File: config.mk
export PLATFORM = sky130hd
export DESIGN_NAME = asp_serial_port
export DESIGN_NICKNAME = d
export VERILOG_FILES = /design/src/shared/asp_pkg.sv /design/src/logic/asp_baud_gen.sv /design/src/logic/asp_pin_drive.sv /design/src/logic/asp_serial_port.sv
export VERILOG_INCLUDE_DIRS = /design/src /design/src/shared
export SDC_FILE = /design/constraint.sdc
export NUM_CORES = 1
export LEC_CHECK = 0
export BUFFER_PORTS_ARGS = -buffer_cell sky130_fd_sc_hd__buf_2
export CAP_MARGIN = 10
export CORE_MARGIN = 3
export CORE_UTILIZATION = 50
export DETAILED_ROUTE_END_ITERATION = 6
export GPL_TIMING_DRIVEN = 1
export PLACE_DENSITY = 0.68
export REMOVE_ABC_BUFFERS = 1
export SLEW_MARGIN = 10
export SYNTH_ARGS = -nofsm -noshare
export SYNTH_HDL_FRONTEND = slang
export SYNTH_SLANG_ARGS = --single-unit
File: constraint.sdc
create_clock -name clock_i -period 11.7 [get_ports clock_i]
set_input_delay 2.34 -clock clock_i [delete_from_list [all_inputs] [get_ports clock_i]]
set_output_delay 2.34 -clock clock_i [all_outputs]
set_load 0.02 [all_outputs]
File: src/shared/asp_consts.svh
// Constants of the asynchronous serial port: register addresses, field
// positions, reset values and baud generator scaling.
// Assumes inclusion by bare name from the design and testbench files.
`ifndef ASP_CONSTS_SVH
`define ASP_CONSTS_SVH

// ==========================================================================
// Register addresses
`define ASP_ADDR_RXCTL     16'hfed0
`define ASP_ADDR_TXCTL     16'hfed1
`define ASP_ADDR_BAUD      16'hfed2
`define ASP_ADDR_TXDATA    16'hfed3
`define ASP_ADDR_RXDATA    16'hfed4

// ==========================================================================
// Receive control field positions
`define ASP_RX_PRESCALE    7
`define ASP_RX_START_EDGE_DETECT_ENABLE      6
`define ASP_RX_RUN         5
`define ASP_RX_STOP_ERROR_FLAG      4
`define ASP_RX_SPARE       3
`define ASP_RX_NINTH       2
`define ASP_RX_END         1
`define ASP_RX_IE          0

// ==========================================================================
// Transmit control field positions
`define ASP_TX_RUN         7
`define ASP_TX_NINE        6
`define ASP_TX_OE          5
`define ASP_TX_PUSHPULL    4
`define ASP_TX_SEVEN       3
`define ASP_TX_NINTH       2
`define ASP_TX_EMPTY       1
`define ASP_TX_IE          0

// ==========================================================================
// Reset values and timing
`define ASP_RESET_VALUE    8'h00
// Half bit period in thirds of a cycle per divisor step (32/3 and 8/3 per bit)
`define ASP_HALF_THIRDS_SLOW 13'h010
`define ASP_HALF_THIRDS_FAST 13'h004
// Thirds of a cycle gained per clock
`define ASP_THIRDS_PER_CYC 13'h003

`endif

File: src/shared/asp_pkg.sv
// Types of the asynchronous serial port.
// Assumes asp_consts.svh is on the include path.
package asp_pkg;

  // ==========================================================================
  // Register access from the CPU
  typedef struct packed {
    logic        wr;      // Write strobe, one cycle
    logic        bitop;   // Write comes from a bit-manipulation instruction
    logic [15:0] addr;    // Register address
    logic [7:0]  wdata;   // Write data
  } asp_sfr_req_s;

  typedef enum logic [1:0] {TX_IDLE, TX_LOAD, TX_SHIFT} asp_tx_e;

  // ==========================================================================
  // Module state records
  typedef struct packed {
    logic [12:0] acc;
    logic        tick;
  } asp_baud_s;

  typedef struct packed {
    logic pin;
    logic oe;
  } asp_pin_s;

  typedef struct packed {
    logic       prescale, start_edge_detect_enable, receive_run_flag, stop_error_flag, spare, rninth, receive_end_flag, receive_irq_enable;
    logic       transmit_run_bit, nine, tdoe, pushpull, seven, tninth, transmit_buffer_empty_flag, transmit_irq_enable;
    logic [7:0] baud;
    logic [7:0] transmit_data_register;
    logic [7:0] receive_data_register;
    logic       rx_prev, rx_ph, rx_last, rx_before;
    logic [3:0] rx_idx;
    logic [8:0] rx_data;
    asp_tx_e    tx_st;
    logic       tx_ph, tx_bit;
    logic [3:0] tx_idx;
    logic [8:0] transmit_shift_register;
    logic [7:0] rd_data;
    logic       rx_irq, tx_irq;
  } asp_state_s;

endpackage : asp_pkg

File: src/logic/asp_baud_gen.sv
// Fractional baud generator: emits a pulse every half bit period.
// Assumes clear is held while both directions are idle.
`timescale 1ns/100ps
`default_nettype none
`include "asp_consts.svh"

module asp_baud_gen #(
  parameter int DIV_W = 8
) (
  input  wire logic             clock_i,     // Core clock
  input  wire logic             rst_i,       // Synchronous reset, high
  input  wire logic             clear_i,     // Hold counter at zero
  input  wire logic             slow_i,      // Prescale select
  input  wire logic [DIV_W-1:0] divisor_i,   // Divisor n
  output logic                  half_tick_o  // One pulse per half bit
);
  import asp_pkg::*;

  asp_baud_s   state_ff;
  asp_baud_s   nxt_state;
  logic [12:0] thr;
  logic [12:0] sum;

  // ==========================================================================
  // Accumulate thirds of a cycle; avoids a drifting integer divider
  always_comb
  begin
    nxt_state = state_ff;
    thr = 13'((13'(divisor_i) + 13'h001) *
              (slow_i ? `ASP_HALF_THIRDS_SLOW : `ASP_HALF_THIRDS_FAST));
    sum = state_ff.acc + `ASP_THIRDS_PER_CYC;
    nxt_state.tick = 1'b0;
    if (clear_i)
    begin
      nxt_state.acc = 13'h000;
    end
    else if (sum >= thr)
    begin
      nxt_state.acc = sum - thr;
      nxt_state.tick = 1'b1;
    end
    else
    begin
      nxt_state.acc = sum;
    end
  end

  always_ff @(posedge clock_i)
  begin
    if (rst_i)
      state_ff <= '0;
    else
      state_ff <= nxt_state;
  end

  assign half_tick_o = state_ff.tick;
endmodule : asp_baud_gen
`default_nettype wire

File: src/logic/asp_pin_drive.sv
// Transmit pin driver: push-pull or open-drain with output enable.
// Assumes the pad resolves the wire level from pin and enable.
`timescale 1ns/100ps
`default_nettype none

module asp_pin_drive (
  input  wire logic clock_i,   // Core clock
  input  wire logic rst_i,     // Synchronous reset, high
  input  wire logic level_i,   // Line level to send
  input  wire logic enable_i,  // Output enabled
  input  wire logic pp_i,      // Push-pull when high, else open-drain
  output logic      pin_o,     // Pin output value
  output logic      pin_oe_o   // Pin output enable
);
  import asp_pkg::*;

  asp_pin_s state_ff;
  asp_pin_s nxt_state;

  // ==========================================================================
  // Open-drain only pulls low; a high level releases the pin
  always_comb
  begin
    nxt_state.pin = level_i;
    nxt_state.oe  = enable_i & (pp_i | ~level_i);
  end

  always_ff @(posedge clock_i)
  begin
    if (rst_i)
      state_ff <= '{pin: 1'b1, oe: 1'b0};
    else
      state_ff <= nxt_state;
  end

  assign pin_o    = state_ff.pin;
  assign pin_oe_o = state_ff.oe;
endmodule : asp_pin_drive
`default_nettype wire

File: src/logic/asp_serial_port.sv
// Asynchronous serial port core: control registers, receiver, transmitter.
// Assumes CPU register writes arrive as one-cycle strobes on the core clock
// and the receive line is already synchronous to that clock.
// Overview of operation
// Baud period (n+1) times 32/3 or 8/3
// Start edges detected only when detect enabled
// Enabling detect with low line starts receive
// Falling edge sets run flag, starts receive
// Run flag self-clears; software clear aborts
// Abort sets end, copies shift, stop error
// Low stop bit sets sticky stop error
// Ninth bit captured; abort takes second-last
// Receive end sets flag and copies data
// No new receive before current one ends
// Receive interrupt when enable and end set
// Software avoids bit operations while busy
// Transmit run starts, self-clears, clear aborts
// Continuous transmit restarts after one cycle
// Bit operation same cycle blocks restart
// Two select bits choose 9, 8, 7
// One shared length; change only idle
// Output enable, push-pull or open-drain pin
// Buffer-empty set cycle after load
// Clearing empty flag requests next character
// Transmit interrupt when enable and empty set
// Spare bit is plain storage
// Software never programs divisor zero
// Baud counter reinitialised when both idle
// LSB first, one stop, two continuous
// Seven-bit receive forces data bit 7 low
// Receiver samples bits at mid period
`timescale 1ns/100ps
`default_nettype none
`include "asp_consts.svh"

module asp_serial_port #(
  parameter int DIV_W = 8
) (
  input  wire logic                 clock_i,    // Core clock, 200 MHz
  input  wire logic                 rst_i,      // Synchronous reset, high
  input  wire asp_pkg::asp_sfr_req_s req_i,     // Register access
  input  wire logic                 rx_line_i,  // Receive line level
  output logic [7:0]                rd_data_o,  // Read data, one cycle late
  output logic                      rx_irq_o,   // Receive interrupt request
  output logic                      tx_irq_o,   // Transmit interrupt request
  output logic                      tx_pin_o,   // Transmit pin value
  output logic                      tx_pin_oe_o // Transmit pin enable
);
  import asp_pkg::*;

  asp_state_s state_ff;
  asp_state_s nxt_state;
  logic       half_tick;
  logic       wr_rx, wr_tx, wr_baud, wr_tdat, wr_rdat;
  logic [7:0] w;
  logic [3:0] len;
  logic       rx_abort, tx_abort, rx_start;
  logic [3:0] nidx;
  logic [7:0] rx_word;

  // ==========================================================================
  // Address decode
  assign w       = req_i.wdata;
  assign wr_rx   = req_i.wr && (req_i.addr == `ASP_ADDR_RXCTL);
  assign wr_tx   = req_i.wr && (req_i.addr == `ASP_ADDR_TXCTL);
  assign wr_baud = req_i.wr && (req_i.addr == `ASP_ADDR_BAUD);
  assign wr_tdat = req_i.wr && (req_i.addr == `ASP_ADDR_TXDATA);
  assign wr_rdat = req_i.wr && (req_i.addr == `ASP_ADDR_RXDATA);

  // data length select
  // The prohibited 1,1 setting falls back to eight bits
  assign len = (state_ff.nine && !state_ff.seven) ? 4'h9 :
               (!state_ff.nine && state_ff.seven) ? 4'h7 : 4'h8;

  // seven-bit data clears bit 7
  assign rx_word = (len == 4'h7) ? {1'b0, state_ff.rx_data[6:0]} :
                   state_ff.rx_data[7:0];

  // software clear of run aborts
  assign rx_abort = wr_rx && !w[`ASP_RX_RUN] && state_ff.receive_run_flag;
  // software clear of run aborts
  assign tx_abort = wr_tx && !w[`ASP_TX_RUN] && state_ff.transmit_run_bit;

  // edge detection only when enabled
  // enabling with line low starts
  // no start while receiving
  assign rx_start = !state_ff.receive_run_flag &&
                    ((state_ff.start_edge_detect_enable && state_ff.rx_prev && !rx_line_i) ||
                     (wr_rx && w[`ASP_RX_START_EDGE_DETECT_ENABLE] && !state_ff.start_edge_detect_enable && !rx_line_i));

  assign nidx = state_ff.tx_idx + 4'h1;

  // ==========================================================================
  // Baud generator
  // reinit when both idle
  // period scaled by prescale
  asp_baud_gen #(
    .DIV_W (DIV_W)
  ) u_baud (
    .clock_i     (clock_i),
    .rst_i       (rst_i),
    .clear_i     (!state_ff.receive_run_flag && !state_ff.transmit_run_bit),
    .slow_i      (state_ff.prescale),
    .divisor_i   (state_ff.baud),
    .half_tick_o (half_tick)
  );

  // ==========================================================================
  // Next state: software writes first, hardware events after so sets win
  always_comb
  begin
    nxt_state = state_ff;
    nxt_state.rx_prev = rx_line_i;
    // Receive control write; software can clear run but never set it
    if (wr_rx)
    begin
      nxt_state.prescale = w[`ASP_RX_PRESCALE];
      nxt_state.start_edge_detect_enable   = w[`ASP_RX_START_EDGE_DETECT_ENABLE];
      nxt_state.stop_error_flag   = w[`ASP_RX_STOP_ERROR_FLAG];
      // plain storage bit
      nxt_state.spare    = w[`ASP_RX_SPARE];
      nxt_state.rninth   = w[`ASP_RX_NINTH];
      nxt_state.receive_end_flag   = w[`ASP_RX_END];
      nxt_state.receive_irq_enable    = w[`ASP_RX_IE];
      if (!w[`ASP_RX_RUN])
        nxt_state.receive_run_flag = 1'b0;
    end
    // Transmit control write
    if (wr_tx)
    begin
      nxt_state.transmit_run_bit     = w[`ASP_TX_RUN];
      nxt_state.nine     = w[`ASP_TX_NINE];
      nxt_state.tdoe     = w[`ASP_TX_OE];
      nxt_state.pushpull = w[`ASP_TX_PUSHPULL];
      nxt_state.seven    = w[`ASP_TX_SEVEN];
      nxt_state.tninth   = w[`ASP_TX_NINTH];
      nxt_state.transmit_buffer_empty_flag    = w[`ASP_TX_EMPTY];
      nxt_state.transmit_irq_enable   = w[`ASP_TX_IE];
    end
    if (wr_baud)
      nxt_state.baud = w;
    if (wr_tdat)
      nxt_state.transmit_data_register = w;
    if (wr_rdat)
      nxt_state.receive_data_register = w;

    // ------------------------------------------------------------------------
    // Receiver
    // forced abort result
    if (rx_abort)
    begin
      nxt_state.receive_end_flag = 1'b1;
      nxt_state.receive_data_register   = rx_word;
      if (!state_ff.rx_last)
        nxt_state.stop_error_flag = 1'b1;
      // abort takes second-last bit
      if (len == 4'h9)
        nxt_state.rninth = state_ff.rx_before;
    end
    // falling edge starts receive
    else if (rx_start)
    begin
      nxt_state.receive_run_flag  = 1'b1;
      nxt_state.rx_ph   = 1'b0;
      nxt_state.rx_idx  = 4'h0;
      nxt_state.rx_data = 9'h000;
      nxt_state.rx_last = 1'b1;
    end
    // sample at odd half ticks
    else if (state_ff.receive_run_flag && half_tick)
    begin
      nxt_state.rx_ph = !state_ff.rx_ph;
      if (!state_ff.rx_ph)
      begin
        nxt_state.rx_idx = state_ff.rx_idx + 4'h1;
        if (state_ff.rx_idx != 4'h0)
        begin
          nxt_state.rx_before = state_ff.rx_last;
          nxt_state.rx_last   = rx_line_i;
        end
        // data arrives LSB first
        if ((state_ff.rx_idx != 4'h0) && (state_ff.rx_idx <= len))
          nxt_state.rx_data[state_ff.rx_idx - 4'h1] = rx_line_i;
        if (state_ff.rx_idx == len + 4'h1)
        begin
          // self-clear at end
          nxt_state.receive_run_flag = 1'b0;
          // end flag with data copy
          nxt_state.receive_end_flag = 1'b1;
          nxt_state.receive_data_register   = rx_word;
          // ninth bit at end
          if (len == 4'h9)
            nxt_state.rninth = state_ff.rx_data[8];
          // low stop bit flags error
          if (!rx_line_i)
            nxt_state.stop_error_flag = 1'b1;
        end
      end
    end

    // ------------------------------------------------------------------------
    // Transmitter
    // abort stops the line at once
    if (tx_abort)
    begin
      nxt_state.tx_st  = TX_IDLE;
      nxt_state.tx_bit = 1'b1;
    end
    else
    begin
      unique case (state_ff.tx_st)
        TX_IDLE:
        begin
          // write of one starts
          if (wr_tx && w[`ASP_TX_RUN])
            nxt_state.tx_st = TX_LOAD;
        end
        TX_LOAD:
        begin
          // ninth bit from storage
          nxt_state.transmit_shift_register   = {state_ff.tninth, state_ff.transmit_data_register};
          // empty flag after load
          nxt_state.transmit_buffer_empty_flag  = 1'b1;
          nxt_state.tx_st  = TX_SHIFT;
          nxt_state.tx_idx = 4'h0;
          nxt_state.tx_ph  = 1'b0;
          nxt_state.tx_bit = 1'b0;
        end
        TX_SHIFT:
        begin
          if (half_tick)
          begin
            nxt_state.tx_ph = !state_ff.tx_ph;
            if (state_ff.tx_ph)
            begin
              nxt_state.tx_idx = nidx;
              // LSB first then stop
              if (nidx <= len)
              begin
                nxt_state.tx_bit = state_ff.transmit_shift_register[nidx - 4'h1];
              end
              else if (nidx == len + 4'h1)
              begin
                nxt_state.tx_bit = 1'b1;
              end
              // cleared empty flag continues
              else if ((nidx == len + 4'h2) && !state_ff.transmit_buffer_empty_flag)
              begin
                nxt_state.tx_bit = 1'b1;
              end
              else if (nidx == len + 4'h2)
              begin
                nxt_state.transmit_run_bit  = 1'b0;
                nxt_state.tx_st = TX_IDLE;
              end
              // bit operation blocks restart
              else if (wr_tx && req_i.bitop)
              begin
                nxt_state.transmit_run_bit  = 1'b0;
                nxt_state.tx_st = TX_IDLE;
              end
              // one-cycle gap restart
              else
              begin
                nxt_state.transmit_run_bit  = 1'b1;
                nxt_state.tx_st = TX_LOAD;
              end
            end
          end
        end
      endcase
    end

    // ------------------------------------------------------------------------
    // Interrupt requests follow the flags in the same cycle
    // receive request
    nxt_state.rx_irq = nxt_state.receive_irq_enable & nxt_state.receive_end_flag;
    // transmit request
    nxt_state.tx_irq = nxt_state.transmit_irq_enable & nxt_state.transmit_buffer_empty_flag;

    // Read data; unmapped addresses read zero
    unique case (req_i.addr)
      `ASP_ADDR_RXCTL:  nxt_state.rd_data = {state_ff.prescale, state_ff.start_edge_detect_enable,
                                             state_ff.receive_run_flag, state_ff.stop_error_flag,
                                             state_ff.spare, state_ff.rninth,
                                             state_ff.receive_end_flag, state_ff.receive_irq_enable};
      `ASP_ADDR_TXCTL:  nxt_state.rd_data = {state_ff.transmit_run_bit, state_ff.nine,
                                             state_ff.tdoe, state_ff.pushpull,
                                             state_ff.seven, state_ff.tninth,
                                             state_ff.transmit_buffer_empty_flag, state_ff.transmit_irq_enable};
      `ASP_ADDR_BAUD:   nxt_state.rd_data = state_ff.baud;
      `ASP_ADDR_TXDATA: nxt_state.rd_data = state_ff.transmit_data_register;
      `ASP_ADDR_RXDATA: nxt_state.rd_data = state_ff.receive_data_register;
      default:          nxt_state.rd_data = 8'h00;
    endcase
  end

  // ==========================================================================
  // State register; line-facing bits reset to idle high
  always_ff @(posedge clock_i)
  begin
    if (rst_i)
    begin
      state_ff         <= '0;
      state_ff.rx_prev <= 1'b1;
      state_ff.rx_last <= 1'b1;
      state_ff.tx_bit  <= 1'b1;
      state_ff.tx_st   <= TX_IDLE;
    end
    else
    begin
      state_ff <= nxt_state;
    end
  end

  // ==========================================================================
  // Pin driver
  // enable and output type
  asp_pin_drive u_pin (
    .clock_i  (clock_i),
    .rst_i    (rst_i),
    .level_i  (state_ff.tx_bit),
    .enable_i (state_ff.tdoe),
    .pp_i     (state_ff.pushpull),
    .pin_o    (tx_pin_o),
    .pin_oe_o (tx_pin_oe_o)
  );

  assign rd_data_o = state_ff.rd_data;
  assign rx_irq_o  = state_ff.rx_irq;
  assign tx_irq_o  = state_ff.tx_irq;
endmodule : asp_serial_port
`default_nettype wire

==> results.cfg, run 1 <==
[hold_path]
hp-start = state_ff[18]
min_delay_path_depth = 2
hp-class = reg -> reg
min_to = state_ff[18]

[setup_path]
crit_buf_inv = 1
critPathSlowestCell = o21ai_4
critPathRequiredTime_ps = 11940
slowest_delay_ps = 470
r2r_start = state_ff[60]
r2r_end = u_baud.state_ff[8]
crit_type = reg -> reg
critPathLaunchType = flip-flop
path_max_fanout = 17
regToRegSetupSlack_ps = 7250
cp.arrival_ps = 4690
end_kind = flip-flop
cp_cell_sequence = ha_1 > nand3_1 > nor2_1 > xnor2_1 > nor2_1 > ha_1 > ha_1 > ha_1 > ha_1 > inv_1 > xnor2_1 > ha_1 > nand2_1 > a21oi_1 > a211oi_2 > o21ai_4 > mux2i_1 > nor2_1
path_delay_family = adder cells
reg2regPathDepth = 18
crit_top_cell = ha_1

[route]
viasPerCell = 5.78
drt-total-wl_mm = 15.1
wl_per_cell_um = 16.2
drt_iter0_markers = 460
postRouteAntennaNets = 0
first_pass_iters = 5
vias = 5367
drc_errors = 0

[die]
initial_utilization_pct = 52.3
design.die.area_mm2 = 0.0142
chipWidth_um = 119
pin_count = 41
core_mm2 = 0.0123
num_rows = 40
die_y_um = 119

[cts]
post_cts_resized = 0
clk_pin_slew_ps = 70
cts.sinks = 100
clockRootBuffer = clkbuf_16
cts_hold_repair.buffers = 0
cts_tree = built
cts_setup_buffers = 0
htree_levels = 3
clk_path_buf_depth = 2
cts_buffers = 9
clock_latency_ps = 360

[sta]
finalClockSkew_ps = 10.5
finalHoldViolations = 0
setup_tns_ps = 0
fin_ws_ps = 7250
finalHoldWorstSlack_ps = 465
period_share_pct = 38.0
grt_setup_unrepaired = false
slew_violations = 0
relSlewSlack_pct = 24.3
finalSetupViolations = 0
worstMarginPinSlew_ps = 1130
layout_min_cycle_time_ps = 4450
fmaxAchievable_mhz = 225

[final_layout]
mostFrequentLayoutCells = dfxtp_1 (100), nor2_1 (79), nand2_1 (66)
area_growth_pct = 8.20
final_common_cell = dfxtp_1
nFillCells = 1138
n_antenna_cell = 0
nets = 839
drive_above_1_share_pct = 13.3
fin_cells = 929

[place]
place_congestion = 0.884
hpwlAfterDp_mm = 11.1
portBuffers = 40
placed_cells = 913
dp_slack_ps = 7170

[global_route]
grt_pass1_wl_mm = 25.6
grt_antenna_before_repair = 0
grt_pass1_vias = 5135
gr-total-overflow = 0
grt_max_degree = 71
gr-usage-all-layers_pct = 22.1

[synth]
syn_inst = 738
postSynth.asyncResetShare_pct = 0
yosysSeqAreaShare_pct = 31.2
synthFlopType = dfxtp_1
synth_top_area_share_pct = 31.2
synth.cell_area_mm2 = 0.00641
synth_area_per_cell_um2 = 8.68
yosysWarnings = 0
synthTopCellsByArea = dfxtp_1 (31%), ha_1 (10%), mux2i_1 (8.9%)
synth_top_cell_by_area = dfxtp_1
synthDistinctLibCells = 79
synth_edf_count = 0
ys_ff_latch = 100

[flow_run]
drv_cap = 0

[status]
status = complete, no violations

[power_and_ir_drop]
powerDensity_mw_per_mm2 = 106
p_leak_uw = 0.00299
irDropWorstVdd_mv = 0.0693
[metrics by stage]
step,area [µm²],power (µW),util (%)
after detailed placement,6640,433,54.1
after CTS,6930,736,56.5
after floorplan,6200,406,-
after global routing,6930,760,56.5
final,6930,732,56.5
after global placement,6640,430,54.1
[layout make-up]
class | instances | area (µm²) | share of cell area, %
clock buffers | 10 | 229 | 3.30
clock inverters | 6 | 68.8 | 0.993
inverters | 26 | 97.6 | 1.41
multi-input cells | 576 | 4100 | 59.2
flip-flops and latches | 100 | 2000 | 28.9
well taps | 168 | 210 | 3.03
repair buffers | 43 | 223 | 3.21
[worst register-to-register path, delay by kind of cell, from the launching register on]
family          cells  cell delay [ps]
compound gates      3              870
xor+xnor            2              290
fa+ha+maj           6             1670
buf+inv             1               90
flops               1              450
mux                 1              300
simple gates        5              680
[layer usage]
layer  vias up  share of wire (%)  global-route usage (%)  routed length (µm)
li1       2644                  -                       -                   -
met3        20                5.8                    3.56                 882
met2       163                 45                    34.2                6810
met5         -                  0                       0                   0
met1      2540                 47                    31.1                7160
met4         0                1.6                    7.75                 237
[cell usage after synthesis, types with 4 or more instances]
library cell / number
dfxtp_1: 100
nor2_1: 79
nand2_1: 66
mux2i_1: 57
ha_1: 53
a21oi_1: 47
nand3_1: 30
inv_1: 25
o21ai_0: 22
o21ai_1: 21
clkbuf_1: 18
xnor2_1: 18
nand2b_1: 15
xor2_1: 14
buf_4: 13
and2_1: 9
nand4_1: 9
nor2b_1: 9
a211oi_2: 6
nor3_1: 6
or2_2: 6
or3_1: 6
a22oi_1: 5
a311oi_2: 5
a31oi_1: 5
buf_2: 5
nand3_2: 5
nor3b_1: 5
a21o_1: 4
a222oi_1: 4
and3_1: 4
[cells by family after synthesis]
logic type | count (synthesis) | synth area share, %
XOR/XNOR | 34 | 4.88
multiplexers | 60 | 9.78
adder cells (fa/ha/maj) | 54 | 10.7
AO/OA/AOI/OAI | 155 | 16.8
other | 1 | 0.0585
buffers and inverters | 66 | 4.96
AND/OR/NAND/NOR | 268 | 21.7
flip-flops | 100 | 31.2
[flip-flops by register name, summed over array words and instances (netlist names)]
signal              flops
rx_irq_o                1
u_baud.state_ff        13
u_baud.half_tick_o      1
tx_irq_o                1
u_pin.pin_oe_o          1
u_pin.pin_o             1
rd_data_o               8
state_ff               74
[worst max-delay path by stage]
stage / slack, ps / startpoint / cells after the start / to
finish: 7250 / state_ff[60] / 18 / u_baud.state_ff[8]
global route: 6860 / state_ff[60] / 18 / u_baud.state_ff[8]
CTS: 7230 / state_ff[60] / 18 / u_baud.state_ff[8]
detailed placement: 7170 / req_i[16] / 8 / state_ff[78]
global placement: 7240 / req_i[16] / 8 / state_ff[78]
floorplan: 7110 / req_i[16] / 6 / state_ff[78]
[power by group]
part	switching (µW)	total, µW	internal, µW
registers	4.40	350	346
clock network	138	306	168
logic	45.6	75.7	30.2
Note: power is estimated with default switching activity, not from simulation.
==> run 2, diff against run 1 <==
- ABC_AREA: unset -> 1
- PLACE_DENSITY: 0.68 -> 0.7
- clock period: 11.7 -> 3.65 ns (I/O delays scaled with it)
==> run 2 against run 1 <==
  * Fmax grew 24%
  * Worst hold slack lost 12 ps
  * Sequential share of layout area shrank 1.5 points
  * Critical path type unchanged
  * Register-to-register slack lost 7200 ps
  * Global-route usage grew 1.4 points
  * Combinational power grew 53%
  * Highest routed layer unchanged
==> results.cfg, run 2 <==
[synth]
synth_top_area_share_pct = 31.7
synthTopCellsByArea = dfxtp_1 (32%), ha_1 (10%), nand2_1 (8.5%)
synth_commonest_cells = nand2_1 (144), inv_1 (125), dfxtp_1 (100)
synth.cell_area_mm2 = 0.00632
yosysMostFrequentCell = nand2_1
ys_ff_latch = 100
postSynth.asyncResetShare_pct = 0
yosysSeqAreaShare_pct = 31.7
synth_area_per_cell_um2 = 7.09
synth_edf_count = 0
synthDistinctLibCells = 46
syn_inst = 892
synth_top_cell_by_area = dfxtp_1
yosysWarnings = 0
synthFlopType = dfxtp_1

[route]
viasPerCell = 5.40
drc_errors = 0
postRouteAntennaNets = 0
drt_iter0_markers = 398
drt-total-wl_mm = 16.8
wl_per_cell_um = 15.0
vias = 6045
first_pass_iters = 5

[cts]
clk_path_buf_depth = 2
cts.sinks = 100
htree_levels = 3
cts_buffers = 9
clock_latency_ps = 350
clockRootBuffer = clkbuf_16
cts_hold_repair.buffers = 0
cts_tree = built
clk_pin_slew_ps = 70

[global_route]
gr-total-overflow = 0
grt_antenna_before_repair = 0
grt_pass1_vias = 5472
gr-usage-all-layers_pct = 23.5
grt_pass1_wl_mm = 26.7
grt_max_degree = 26

[power_and_ir_drop]
powerDensity_mw_per_mm2 = 298
swShare_pct = 23.2
irDropWorstVdd_mv = 0.176
p_leak_uw = 0.00313
power.switching_uw = 508
pwr-share-clk_pct = 44.9
fin_total_pwr_uw = 2190
power.internal_uw = 1680
seq_power_share_pct = 49.8
combPwrFrac_pct = 5.3

[final_layout]
fin_cells = 1120
fin_area_mm2 = 0.00734
largest_reg_flops = 74
final_common_cell = nand2_1
drive_above_1_share_pct = 16.2
area_growth_pct = 16.1
n_antenna_cell = 0
mostFrequentLayoutCells = nand2_1 (142), inv_1 (121), dfxtp_1 (97)
top_register = state_ff
nets = 1030

[setup_path]
crit_type = reg -> reg
path_max_fanout = 5
critPathRequiredTime_ps = 3890
cp_cell_sequence = inv_4 > nor3_4 > nand4_1 > nor2_2 > xor2_1 > nor2_1 > ha_2 > ha_4 > ha_4 > ha_4 > inv_2 > xor2_1 > ha_1 > a21o_1 > nand3_2 > nand2_2 > a21oi_2 > nand3_4 > buf_6 > o21ai_2 > a21oi_1
critPathSlowestCell = dfxtp_4
slowest_delay_ps = 370
crit_top_cell = ha_4
cp.arrival_ps = 3840
critPathLaunchType = flip-flop
end_kind = flip-flop

[die]
pin_count = 41
design.die.area_mm2 = 0.0140
core_mm2 = 0.0122
num_rows = 40
initial_utilization_pct = 52.0
chipWidth_um = 118
die_y_um = 118

[sta]
grt_setup_unrepaired = true
slew_violations = 0
finalClockSkew_ps = 7.23
layout_min_cycle_time_ps = 3600
fmaxAchievable_mhz = 278
period_share_pct = 98.6
worstMarginPinSlew_ps = 1200
relSlewSlack_pct = 19.9
finalHoldViolations = 0
finalSetupViolations = 0

[status]
status = complete, no violations

[place]
place_congestion = 0.938
place_area_mm2 = 0.00676
hpwlAfterDp_mm = 12.2
portBuffers = 40
placed_cells = 1099

[hold_path]
hp-class = reg -> reg

[flow_run]
drv_cap = 0
## run 2: cell types whose count changed after synthesis, sizes merged, moves of 9 or more
cell / before / now
nand2b: 15 / 0
a21oi: 48 / 96
and2: 9 / 0
nand2: 68 / 152
xor2: 15 / 26
inv: 25 / 129
mux2i: 57 / 0
o22ai: 1 / 12
nand4: 10 / 24
nor2b: 9 / 0
o21ai: 45 / 86
nand3: 35 / 58
## run 2: stage by stage
step	util [%]	hold slack, ps	setup TNS [ps]	worst slack, ps
after floorplan	-	417	-1460	-226
after global placement	55.6	430	-1110	-132
after detailed placement	55.6	446	-2120	-235
after CTS	58.8	459	0	5.24
after global routing	60.3	475	-1440	-144
final	60.3	453	0	49.9
## run 2: final timing paths
kind	startpoint	endpoint	slack [ps]	cells after the start
worst max register to register	state_ff[60]	u_baud.state_ff[8]	50	21
worst min-delay path	state_ff[24]	state_ff[24]	450	2
worst min register to register	state_ff[24]	state_ff[24]	450	2
worst max-delay path	state_ff[60]	u_baud.state_ff[8]	50	21
## run 2: final cells by class
class | count | area (µm²)
fill | 1156 | 4820
multi-input combinational | 634 | 3870
inverter | 131 | 500
timing repair buffer | 71 | 445
clock buffer | 10 | 239
sequential | 100 | 2010
tap | 168 | 210
clock inverter | 6 | 63.8
## run 2: cell families after synthesis
group / synth area share (%)
buf+inv: 10.7
simple gates: 23.4
fa+ha+maj: 10.8
compound gates: 18.0
flops: 31.7
xor+xnor: 5.36
other cells: 0.0593
## run 2: metal layers
layer,GRT usage (%),up-vias,wire (µm)
li1,-,3056,-
met1,31.9,2807,7780
met2,38.3,153,7850
met3,3.64,29,821
met4,7.75,0,330
met5,0,-,0
## run 2: power by group through the flow
| stage | Sequential [µW] | Clock [µW] | Combinational [µW] |
|---|---|---|---|
| final | 1090 | 983 | 116 |
| after global routing | 1090 | 1050 | 127 |
| after CTS | 1090 | 1000 | 108 |
| after detailed placement | 1120 | 0 | 104 |
| after global placement | 1120 | 0 | 103 |
| after floorplan | 1120 | 0 | 49.4 |
## run 2: worst max-delay path, delay by kind of cell, from the launching register on
| kind | cells | cell delay, ps |
|---|---|---|
| AO/OA/AOI/OAI | 4 | 520 |
| XOR/XNOR | 2 | 350 |
| adder cells (fa/ha/maj) | 5 | 1130 |
| buffers and inverters | 3 | 270 |
| flip-flops | 1 | 370 |
| AND/OR/NAND/NOR | 7 | 820 |
## run 2: repair_timing
action,in CTS,in global routing
cloned,1,0
endpoints found under the hold margin,0,0
pin swaps,14,17
endpoints found under the setup margin,12,12
setup buffers,0,4
resized for setup,12,51
